**config.mk**
```make
export PLATFORM = sky130hd
export DESIGN_NAME = pld_reset_powerdown_ctrl
export DESIGN_NICKNAME = d
export VERILOG_FILES = /design/src/rtl/pld_pkg.sv /design/src/rtl/pin_keeper.sv /design/src/rtl/pld_reset_powerdown_ctrl.sv
export SDC_FILE = /design/constraint.sdc
export NUM_CORES = 1
export LEC_CHECK = 0
export BUFFER_PORTS_ARGS = -buffer_cell sky130_fd_sc_hd__buf_2
export CORE_ASPECT_RATIO = 0.8
export CORE_MARGIN = 10
export CORE_UTILIZATION = 29
export CTS_BUF_LIST = sky130_fd_sc_hd__clkbuf_16
export DETAILED_ROUTE_END_ITERATION = 7
export PLACE_DENSITY = 0.51
export SKIP_CTS_REPAIR_TIMING = 1
export SLEW_MARGIN = 15
export SYNTH_ARGS = -nofsm -noshare
export SYNTH_HDL_FRONTEND = slang
export SYNTH_SLANG_ARGS = --single-unit
```
**constraint.sdc**
```tcl
create_clock -name i_mclk -period 57.5 [get_ports i_mclk]
set_input_delay 5.75 -clock i_mclk [delete_from_list [all_inputs] [get_ports i_mclk]]
set_output_delay 5.75 -clock i_mclk [all_outputs]
set_load 0.005 [all_outputs]
```
**src/rtl/pld_pkg.sv**
```systemverilog
// package: constants, register map and carrier types of the low-power logic device block
package pld_pkg;
  localparam int N_INPUTS    = 12;                        // dedicated inputs
  localparam int N_MACROCELL = 10;                        // bidirectional macrocells
  localparam int N_ARRAY     = N_INPUTS + N_MACROCELL;    // array input width
  localparam int SLEEP_IDX   = 3;                         // input shared with the sleep pin
  localparam int SIG_BITS    = 64;                        // identification store
  localparam int SLEEP_EN_BIT = 5893 - 5892 - 1;          // one dedicated enable bit

  // power-up clear interval, longest figure, in ns and cycles of the 40 ns clock
  localparam int CLK_PERIOD_NS     = 40;
  localparam int POWERUP_CLEAR_NS  = 1000;
  localparam int POWERUP_CLEAR_CYC = (POWERUP_CLEAR_NS / CLK_PERIOD_NS < 1) ? 1 :
                                     POWERUP_CLEAR_NS / CLK_PERIOD_NS;

  // register byte addresses
  localparam logic [7:0] ADDR_CTRL    = 8'h00;
  localparam logic [7:0] ADDR_STATUS  = 8'h04;
  localparam logic [7:0] ADDR_PRELOAD = 8'h08;
  localparam logic [7:0] ADDR_MCSTATE = 8'h0C;
  localparam logic [7:0] ADDR_SIG_LO  = 8'h10;
  localparam logic [7:0] ADDR_SIG_HI  = 8'h14;
  localparam logic [7:0] ADDR_PINS    = 8'h18;
  localparam logic [7:0] ADDR_MC_BASE = 8'h40;
  localparam logic [7:0] ADDR_MC_LAST = 8'h64;

  // field positions
  localparam int CTRL_SECURE_BIT  = 1;
  localparam int STAT_CLEAR_BIT   = 0;
  localparam int STAT_ASLEEP_BIT  = 1;
  localparam int STAT_SECURE_BIT  = 2;
  localparam int PRE_VALUE_BIT    = 8;
  localparam int PRE_IDX_LSB      = 0;
  localparam int PRE_IDX_W        = 4;

  // reset values
  localparam logic [31:0] SIG_RESET_LO = 32'h0000_0000;   // arbitrary value
  localparam logic [31:0] SIG_RESET_HI = 32'h0000_0000;   // arbitrary value

  // one macrocell configuration word, high bits first
  typedef struct packed {
    logic [6:0]         unused;
    logic               oe;
    logic               active_low;
    logic               registered;
    logic [N_ARRAY-1:0] mask;
  } mc_cfg_t;

  // avalon-mm request as the master drives it
  typedef struct packed {
    logic        read;
    logic        write;
    logic [7:0]  address;
    logic [31:0] writedata;
    logic [3:0]  byteenable;
  } avs_req_t;
endpackage

```
**src/rtl/pin_keeper.sv**
```systemverilog
// file: two-flop synchroniser and weak hold for a group of pins
`timescale 1ns/100ps
module pin_keeper #(
  parameter int WIDTH = 12
) (
  input  wire logic             i_mclk,
  input  wire logic             i_rst,
  input  wire logic [WIDTH-1:0] i_level,
  input  wire logic [WIDTH-1:0] i_driven,
  output logic      [WIDTH-1:0] o_level
);
  logic [WIDTH-1:0] lvl_s1_r;
  logic [WIDTH-1:0] lvl_s2_r;
  logic [WIDTH-1:0] drv_s1_r;
  logic [WIDTH-1:0] drv_s2_r;
  logic [WIDTH-1:0] hold_r;

  // pins are asynchronous to i_mclk, so two flops before anything looks
  always_ff @(posedge i_mclk or posedge i_rst) begin
    if (i_rst) begin
      lvl_s1_r <= '0;
      lvl_s2_r <= '0;
      drv_s1_r <= '0;
      drv_s2_r <= '0;
    end else begin
      lvl_s1_r <= i_level;
      lvl_s2_r <= lvl_s1_r;
      drv_s1_r <= i_driven;
      drv_s2_r <= drv_s1_r;
    end
  end

  // an undriven pin keeps the last level that was driven onto it
  always_ff @(posedge i_mclk or posedge i_rst) begin
    if (i_rst) begin
      hold_r <= '0;
    end else begin
      for (int i = 0; i < WIDTH; i++) begin
        if (drv_s2_r[i]) begin
          hold_r[i] <= lvl_s2_r[i];
        end
      end
    end
  end

  assign o_level = hold_r;

  a_keeper_holds: assert property (@(posedge i_mclk) disable iff (i_rst)
    (drv_s2_r == '0) |=> $stable(hold_r))
    else $error("keeper changed while pins undriven");
endmodule // pin_keeper

```
**src/rtl/pld_reset_powerdown_ctrl.sv**
```systemverilog
// file: top of the logic device control block: power-up clear, preload, signature,
// security, pin keepers and pin-controlled sleep, registers behind avalon-mm
//
// Overview of operation
// - power-up clears every macrocell register to zero
// - outputs show cleared value through polarity
// - preload forces any register to one/zero
// - 64-bit signature always readable and writable
// - secure bit blocks config readback and preload
// - undriven pins hold last driven level
// - sleep freezes state and latches all outputs
// - undetermined outputs stay so while asleep
// - asleep: all inputs but sleep pin blocked
// - sleep disabled: shared pin is plain input
// - sleep enabled: shared input unused, feedback kept
// - one dedicated bit enables sleep function
// - twelve inputs, ten bidirectional macrocells
// - each macrocell registered/combinational, either polarity
//
// Decided for this implementation: the placing of the registers and the Avalon-MM slave port.
`timescale 1ns/100ps
module pld_reset_powerdown_ctrl #(
  parameter int NIN = pld_pkg::N_INPUTS,
  parameter int NMC = pld_pkg::N_MACROCELL
) (
  input  wire logic              i_mclk,
  input  wire logic              i_rst,
  input  wire pld_pkg::avs_req_t i_avs_req,
  output logic [31:0]            o_avs_readdata,
  output logic                   o_avs_waitrequest,
  input  wire logic [NIN-1:0]    i_in_pins,
  input  wire logic [NIN-1:0]    i_in_driven,
  input  wire logic [NMC-1:0]    i_io_in,
  input  wire logic [NMC-1:0]    i_io_driven,
  output logic [NMC-1:0]         o_io_out,
  output logic [NMC-1:0]         o_io_oe
);
  import pld_pkg::*;

  localparam int CNT_W = $clog2(POWERUP_CLEAR_CYC + 1);

  mc_cfg_t           cfg_r [NMC];
  logic [NMC-1:0]    mc_q_r;
  logic [NMC-1:0]    out_r;
  logic [NMC-1:0]    oe_r;
  logic [NIN-1:0]    in_held_r;
  logic [NMC-1:0]    io_held_r;
  logic [NIN-1:0]    in_lvl;
  logic [NMC-1:0]    io_lvl;
  logic              sleep_en_r;
  logic              secure_r;
  logic              clearing_r;
  logic              asleep_r;
  logic [CNT_W-1:0]  por_cnt_r;
  logic [SIG_BITS-1:0] sig_r;
  logic              wait_r;
  logic [31:0]       rdata_r;
  logic [31:0]       rdata_nxt;
  logic              asleep_nxt;
  logic [NIN-1:0]    in_vec;
  logic [NMC-1:0]    fb_vec;
  logic [N_ARRAY-1:0] array_in;
  logic [NMC-1:0]    term;
  logic [NMC-1:0]    pol_vec;
  logic [NMC-1:0]    out_nxt;
  logic              wr_go;
  logic              preload_go;
  logic [PRE_IDX_W-1:0] pl_idx;
  logic              pl_val;

  // keepers for both pin groups; they stay live while asleep
  pin_keeper #(.WIDTH(NIN)) u_in_keep (
    .i_mclk   (i_mclk),
    .i_rst    (i_rst),
    .i_level  (i_in_pins),
    .i_driven (i_in_driven),
    .o_level  (in_lvl)
  );
  pin_keeper #(.WIDTH(NMC)) u_io_keep (
    .i_mclk   (i_mclk),
    .i_rst    (i_rst),
    .i_level  (i_io_in),
    .i_driven (i_io_driven),
    .o_level  (io_lvl)
  );

  // byte-lane merge for register writes
  function automatic logic [31:0] apply_be(input logic [31:0] old, input logic [31:0] wd,
                                           input logic [3:0] be);
    logic [31:0] r;
    r = old;
    for (int b = 0; b < 4; b++) begin
      if (be[b]) begin
        r[8*b +: 8] = wd[8*b +: 8];
      end
    end
    return r;
  endfunction

  // macrocell index from a configuration address, valid only inside the range
  function automatic logic [PRE_IDX_W-1:0] mc_index(input logic [7:0] addr);
    logic [7:0] off;
    off = addr - ADDR_MC_BASE;
    return off[PRE_IDX_W+1:2];
  endfunction

  function automatic logic in_mc_range(input logic [7:0] addr);
    return (addr >= ADDR_MC_BASE) && (addr <= ADDR_MC_LAST) && (addr[1:0] == 2'h0);
  endfunction

  // one wait state: waitrequest drops for the cycle after the request shows
  assign wr_go = i_avs_req.write && !wait_r;
  always_ff @(posedge i_mclk or posedge i_rst) begin
    if (i_rst) begin
      wait_r <= 1'b1;
    end else if (wait_r && (i_avs_req.read || i_avs_req.write)) begin
      wait_r <= 1'b0;
    end else begin
      wait_r <= 1'b1;
    end
  end

  // read mux; configuration words read as zero once secured
  always_comb begin
    rdata_nxt = 32'h0000_0000;
    unique case (i_avs_req.address)
      ADDR_CTRL: begin
        rdata_nxt[SLEEP_EN_BIT]    = sleep_en_r;
        rdata_nxt[CTRL_SECURE_BIT] = secure_r;
      end
      ADDR_STATUS: begin
        rdata_nxt[STAT_CLEAR_BIT]  = clearing_r;
        rdata_nxt[STAT_ASLEEP_BIT] = asleep_r;
        rdata_nxt[STAT_SECURE_BIT] = secure_r;
      end
      ADDR_MCSTATE: rdata_nxt[NMC-1:0] = mc_q_r;
      ADDR_SIG_LO:  rdata_nxt = sig_r[31:0];
      ADDR_SIG_HI:  rdata_nxt = sig_r[63:32];
      ADDR_PINS: begin
        rdata_nxt[NIN-1:0]       = in_lvl;
        rdata_nxt[16 +: NMC]     = io_lvl;
      end
      default: begin
        if (in_mc_range(i_avs_req.address) && !secure_r) begin
          rdata_nxt = cfg_r[mc_index(i_avs_req.address)];
        end
      end
    endcase
  end

  // read data is captured while waitrequest is still high, so it stands at the answer
  always_ff @(posedge i_mclk or posedge i_rst) begin
    if (i_rst) begin
      rdata_r <= 32'h0000_0000;
    end else if (i_avs_req.read && wait_r) begin
      rdata_r <= rdata_nxt;
    end
  end

  // control bits; the secure bit behaves as a fuse and only reset clears it
  always_ff @(posedge i_mclk or posedge i_rst) begin
    if (i_rst) begin
      sleep_en_r <= 1'b0;
      secure_r   <= 1'b0;
    end else if (wr_go && i_avs_req.address == ADDR_CTRL && i_avs_req.byteenable[0]) begin
      sleep_en_r <= i_avs_req.writedata[SLEEP_EN_BIT];
      if (i_avs_req.writedata[CTRL_SECURE_BIT]) begin
        secure_r <= 1'b1;
      end
    end
  end

  // signature store is writable regardless of the secure bit
  always_ff @(posedge i_mclk or posedge i_rst) begin
    if (i_rst) begin
      sig_r <= {SIG_RESET_HI, SIG_RESET_LO};
    end else if (wr_go && i_avs_req.address == ADDR_SIG_LO) begin
      sig_r[31:0] <= apply_be(sig_r[31:0], i_avs_req.writedata, i_avs_req.byteenable);
    end else if (wr_go && i_avs_req.address == ADDR_SIG_HI) begin
      sig_r[63:32] <= apply_be(sig_r[63:32], i_avs_req.writedata, i_avs_req.byteenable);
    end
  end

  // macrocell configuration words
  always_ff @(posedge i_mclk or posedge i_rst) begin
    if (i_rst) begin
      for (int i = 0; i < NMC; i++) begin
        cfg_r[i] <= '0;
      end
    end else if (wr_go && in_mc_range(i_avs_req.address)) begin
      cfg_r[mc_index(i_avs_req.address)] <= apply_be(cfg_r[mc_index(i_avs_req.address)],
                                                     i_avs_req.writedata,
                                                     i_avs_req.byteenable);
    end
  end

  // preload is refused while secured, clearing or asleep; no error shows on the bus
  assign pl_idx     = i_avs_req.writedata[PRE_IDX_LSB +: PRE_IDX_W];
  assign pl_val     = i_avs_req.writedata[PRE_VALUE_BIT];
  assign preload_go = wr_go && (i_avs_req.address == ADDR_PRELOAD) && !secure_r &&
                      !clearing_r && !asleep_r && (pl_idx < PRE_IDX_W'(NMC));

  // power-up clear interval counts from reset release
  always_ff @(posedge i_mclk or posedge i_rst) begin
    if (i_rst) begin
      clearing_r <= 1'b1;
      por_cnt_r  <= '0;
    end else if (clearing_r) begin
      if (por_cnt_r == CNT_W'(POWERUP_CLEAR_CYC - 1)) begin
        clearing_r <= 1'b0;
      end
      por_cnt_r <= por_cnt_r + 1'b1;
    end
  end

  // sleep is only honoured with the enable bit set; clearing takes priority
  assign asleep_nxt = sleep_en_r && in_lvl[SLEEP_IDX] && !clearing_r;
  always_ff @(posedge i_mclk or posedge i_rst) begin
    if (i_rst) begin
      asleep_r <= 1'b0;
    end else begin
      asleep_r <= asleep_nxt;
    end
  end

  // input latches stop following pins while asleep
  always_ff @(posedge i_mclk or posedge i_rst) begin
    if (i_rst) begin
      in_held_r <= '0;
      io_held_r <= '0;
    end else if (!asleep_r) begin
      in_held_r <= in_lvl;
      io_held_r <= io_lvl;
    end
  end

  // shared pin feeds the array only when sleep is not enabled
  always_comb begin
    in_vec = in_held_r;
    if (sleep_en_r) begin
      in_vec[SLEEP_IDX] = 1'b0;
    end
  end

  // product term per macrocell; an empty mask gives zero
  always_comb begin
    for (int i = 0; i < NMC; i++) begin
      fb_vec[i]  = cfg_r[i].registered ? mc_q_r[i] : io_held_r[i];
      pol_vec[i] = cfg_r[i].active_low;
    end
    array_in = {fb_vec, in_vec};
    for (int i = 0; i < NMC; i++) begin
      term[i]    = (cfg_r[i].mask != '0) && ((array_in & cfg_r[i].mask) == cfg_r[i].mask);
      out_nxt[i] = (cfg_r[i].registered ? mc_q_r[i] : term[i]) ^ pol_vec[i];
    end
  end

  // macrocell registers: clear, freeze, preload, then normal clocking
  always_ff @(posedge i_mclk or posedge i_rst) begin
    if (i_rst) begin
      mc_q_r <= '0;
    end else if (clearing_r) begin
      mc_q_r <= '0;
    end else if (asleep_r) begin
      mc_q_r <= mc_q_r;
    end else if (preload_go) begin
      mc_q_r[pl_idx] <= pl_val;
    end else begin
      mc_q_r <= term;
    end
  end

  // pin drivers; held exactly as they were while asleep, whatever they were
  always_ff @(posedge i_mclk or posedge i_rst) begin
    if (i_rst) begin
      out_r <= '0;
      oe_r  <= '0;
    end else if (clearing_r) begin
      out_r <= pol_vec;
      for (int i = 0; i < NMC; i++) begin
        oe_r[i] <= cfg_r[i].oe;
      end
    end else if (!asleep_r) begin
      out_r <= out_nxt;
      for (int i = 0; i < NMC; i++) begin
        oe_r[i] <= cfg_r[i].oe;
      end
    end
  end

  assign o_io_out          = out_r;
  assign o_io_oe           = oe_r;
  assign o_avs_readdata    = rdata_r;
  assign o_avs_waitrequest = wait_r;

  a_clear_holds_zero: assert property (@(posedge i_mclk) disable iff (i_rst)
    $past(clearing_r) |-> mc_q_r == '0)
    else $error("macrocell register not zero during clear");
  a_clear_length: assert property (@(posedge i_mclk) disable iff (i_rst)
    clearing_r |-> por_cnt_r < CNT_W'(POWERUP_CLEAR_CYC))
    else $error("clear interval overran");
  a_clear_polarity: assert property (@(posedge i_mclk) disable iff (i_rst)
    clearing_r |=> o_io_out == $past(pol_vec))
    else $error("output during clear not polarity of zero");
  a_preload_forces: assert property (@(posedge i_mclk) disable iff (i_rst)
    preload_go |=> mc_q_r[$past(pl_idx)] == $past(pl_val))
    else $error("preload value not loaded");
  a_secure_no_preload: assert property (@(posedge i_mclk) disable iff (i_rst)
    secure_r |-> !preload_go)
    else $error("preload accepted while secured");
  a_secure_cfg_read: assert property (@(posedge i_mclk) disable iff (i_rst)
    (i_avs_req.read && wait_r && secure_r && in_mc_range(i_avs_req.address))
      |=> o_avs_readdata == 32'h0000_0000 && !o_avs_waitrequest)
    else $error("configuration readable while secured");
  a_sig_readable: assert property (@(posedge i_mclk) disable iff (i_rst)
    (i_avs_req.read && wait_r && i_avs_req.address == ADDR_SIG_HI)
      |=> o_avs_readdata == $past(sig_r[63:32]))
    else $error("signature read mismatch");
  a_sleep_freeze: assert property (@(posedge i_mclk) disable iff (i_rst)
    asleep_r |=> $stable(mc_q_r) && $stable(o_io_out) && $stable(o_io_oe))
    else $error("state changed while asleep");
  a_sleep_hold_long: assert property (@(posedge i_mclk) disable iff (i_rst)
    asleep_r [*3] |-> o_io_out == $past(o_io_out, 2))
    else $error("output drifted during sleep");
  a_sleep_blocks_in: assert property (@(posedge i_mclk) disable iff (i_rst)
    asleep_r |=> $stable(in_held_r) && $stable(io_held_r))
    else $error("inputs not blocked while asleep");
  a_shared_plain_in: assert property (@(posedge i_mclk) disable iff (i_rst)
    !sleep_en_r |-> array_in[SLEEP_IDX] == in_held_r[SLEEP_IDX])
    else $error("shared pin not routed as input");
  a_shared_masked: assert property (@(posedge i_mclk) disable iff (i_rst)
    sleep_en_r |-> array_in[SLEEP_IDX] == 1'b0)
    else $error("shared pin reaches array with sleep enabled");
  a_sleep_enable: assert property (@(posedge i_mclk) disable iff (i_rst)
    !sleep_en_r |=> !asleep_r)
    else $error("sleep entered without enable");
endmodule // pld_reset_powerdown_ctrl

```
==> summary.md <==
| Metric | Value |
|---|---|
| Min-delay src | `u_io_keep.drv_s1_r[0]` |
| I/O pin cnt | `145` |
| DRT iter0 DRCs | `1903` |
| Maximum clock frequency | `110.6 MHz` |
| Syn_area_per_cell | `11.55 sq um` |
| Dpl ws | `47.80 ns` |
| Global routing's busiest layer | `met2` |
| Slew @ Worst Pin | `1.049 ns` |
| Initial core utilization | `29.24%` |
| Worst-path fanout max | `45` |
| Pwr per Cell Area | `30.63 mW/mm^2` |
| WHS | `0.3469 ns` |
| Vias in the first global route | `19901` |
| Htree depth | `2` |
| Worst Clk Skew | `0.03052 ns` |
| Area occupied by multi-input gates | `0.01130 sq mm` |
| Antenna Nets Post-Route | `0` |
| P&R area growth vs syn | `14.66%` |
| EDFF count, synth | `0` |
| Status | `completed` |
| Non-Filler Instances | `3675` |
| 1st-pass router iterations | `8` |
| Worst-skew pair later-pin latency | `0.65 ns` |
| Layout cells sized above 1 | `22.58%` |
| M3 GR Usage | `4.929%` |
| Clock buffer depth | `3` |
| Overflow after GRT | `0` |
| Area leader, netlist | `dfrtp_1` |
| Clock transition at path regs | `0.07 ns` |
| Initial antenna violation count | `2` |
| Final worst path period need | `9.042 ns` |
| First-pass GRT wire length | `138500 um` |
| CTS tree | `yes` |
| Crit path kind | `in -> reg` |
| Total number of vias | `20064` |
| Post-Place Cells | `3570` |
| Final Util | `33.53%` |
| Worst EP required | `58.08 ns` |
| Share of flip-flops with an asynchronous set or reset | `100.0%` |
| Synthesized net count | `2402` |
| Largest net degree at the start of global routing | `159` |
| DP HPWL | `66810 um` |
| Warnings from Yosys | `0` |
| Most area-consuming cells after synthesis | `dfrtp_1, mux2_2, nand2_1, mux4_2, o21ai_1` |
| Row cnt | `99` |
| Gr usage total | `17.28%` |
| Post-Syn Area | `0.02666 sq mm` |
| Fill cells | `9188` |
| Setup crit start | `i_avs_req[38]` |
| Synth Instances | `2308` |
| Yosys reg bits | `588` |
| Max VDD drop | `0.02300 mV` |
| Nets@finish | `2511` |
| Hold Fails Final Rpt | `0` |
| Post-synth top area share | `55.01%` |
| Register area share after synthesis | `55.20%` |
| Post-Route WL | `93170 um` |
| Leakage | `0.01328 uW` |
| Hold WC Path Type | `reg -> reg` |
| Max Cap Violations | `0` |
| Unrepaired setup endpoints after global routing | `no` |
| Die Height | `291.2 um` |
| Root buf cell | `clkbuf_16` |
| Worst setup margin | `48.46 ns` |
| Setup TNS | `0 ns` |
| Clock sinks | `588` |
| Top post-synthesis cells by count | `dfrtp_1, nand2_1, o21ai_1, o21ai_0, mux2_2` |
| TritonCTS Buffers | `57` |
| Max-slew violation count | `0` |
| DRC violations left | `0` |
| Core Region | `0.09117 sq mm` |
| WL/cell | `25.35 um` |
| Count of buffers from port buffering | `144` |
| CP Launch Type | `input pin` |
| Slew margin rel. | `30.09%` |
| CP endpoint kind | `register` |
| Die W | `359.0 um` |
| Top FF cell, synth | `dfrtp_1` |
| Met1 GRT Util | `24.56%` |
| Tcrit/Tclk final | `15.72%` |
| Yosys cell types | `61` |
| Met2 GRT Util | `25.61%` |
| Setup violations, final | `0` |
| Gp weighted congestion | `0.9062` |
| Post-DR vias/cell | `5.460` |
| DIE AREA | `0.1045 sq mm` |
| Top-count cell post-synth | `dfrtp_1` |
| Critical path data arrival time | `9.63 ns` |
| Reg area | `0.01472 sq mm` |
| Worst reg2reg startpoint | `in_held_r[4]` |
[where the power goes]
part | switching (uW) | internal [uW]
registers | 21.7 | 432
logic | 60.2 | 32.4
clock network | 170 | 220
total | 252 | 685
[cells by family after synthesis]
logic type	synth area share, %
compound gates	14.55
xor+xnor	0.1314
fa+ha+maj	0.09385
buf+inv	2.619
flops	55.20
mux	17.02
simple gates	10.38
[stage by stage]
| stage | power [uW] | cell area, sq um |
|---|---|---|
| 2_1_floorplan | 502.1 | 26660 |
| 3_3_place_gp | 552.0 | 28680 |
| 3_5_place_dp | 553.5 | 28680 |
| 4_1_cts | 945.0 | 30570 |
| 5_1_grt | 970.3 | 30570 |
| 6_report | 936.4 | 30570 |
[final cells by class]
class | instances | share of cell area [%]
Tap cell | 1212 | 4.961
Clock buffer | 57 | 4.666
Antenna cell | 1 | 0.008186
Multi-Input combinational cell | 1563 | 36.96
Timing Repair Buffer | 187 | 3.483
Inverter | 20 | 0.2701
Clock inverter | 47 | 1.510
Sequential cell | 588 | 48.14
[final timing paths]
kind	end	slack, ns	depth (start not counted)
min in group asynchronous	u_io_keep.drv_s1_r[6]	5.24	2
worst min-delay path	u_io_keep.drv_s2_r[0]	0.35	0
max in group asynchronous	u_in_keep.drv_s1_r[11]	49.86	4
worst max-delay path	mc_q_r[2]	48.46	9
worst max register to register	o_io_out[2]	54.31	6
worst min register to register	u_io_keep.drv_s2_r[0]	0.35	0
[state kept, by name, indices dropped and copies added, names as in the netlist, 12 cells and up]
register and count:
cfg_r 320, sig_r 64, o_avs_readdata 32, in_held_r 12
u_in_keep.drv_s1_r 12, u_in_keep.drv_s2_r 12, u_in_keep.lvl_s1_r 12, u_in_keep.lvl_s2_r 12
u_in_keep.o_level 12
[layout by cell type, fill, tap and decap left out, types with 4 or more instances in the layout]
cell | netlist | layout
nand4_1 | 27 | 27
or4_1 | 11 | 11
a222oi_1 | 14 | 14
nor2_1 | 66 | 65
clkbuf_16 | 0 | 57
and2_1 | 5 | 4
clkinv_2 | 0 | 8
mux2i_2 | 6 | 6
nor4_1 | 50 | 50
inv_1 | 8 | 16
mux2_2 | 155 | 155
mux2_1 | 4 | 4
nand2_2 | 0 | 7
bufinv_16 | 0 | 9
buf_4 | 5 | 43
mux2i_4 | 27 | 27
a22o_1 | 38 | 38
o21ai_0 | 179 | 179
clkinv_1 | 11 | 23
mux2i_1 | 75 | 75
a211oi_1 | 9 | 9
a22oi_1 | 86 | 86
nand3_1 | 20 | 17
a21oi_1 | 42 | 42
mux4_2 | 56 | 56
nor2b_1 | 23 | 20
nor3_1 | 16 | 16
nand2_1 | 353 | 346
a221oi_1 | 38 | 38
and3_1 | 11 | 11
clkinvlp_4 | 0 | 5
buf_2 | 21 | 142
o21ai_1 | 186 | 186
a221oi_2 | 7 | 7
or3_1 | 7 | 7
dfrtp_1 | 586 | 586
o221ai_1 | 9 | 9
[per-layer routing]
layer / up-vias / part of all wire, %
met1: 10317 / 46
met4: 6 / 1.8
met3: 124 / 8.7
li1: 8810 / -
met2: 807 / 43
met5: - / 0.11
[worst max-delay path, stage by stage]
cell and delay [ns]:
buf_6 0.44, buf_4 0.78, buf_4 0.61, nor2b_1 0.36, nand4_1 0.21, or2_1 0.36
nand2_1 0.32, or4_1 0.60, nand3_1 0.09
No activity file was read; power rests on OpenSTA's default activity.
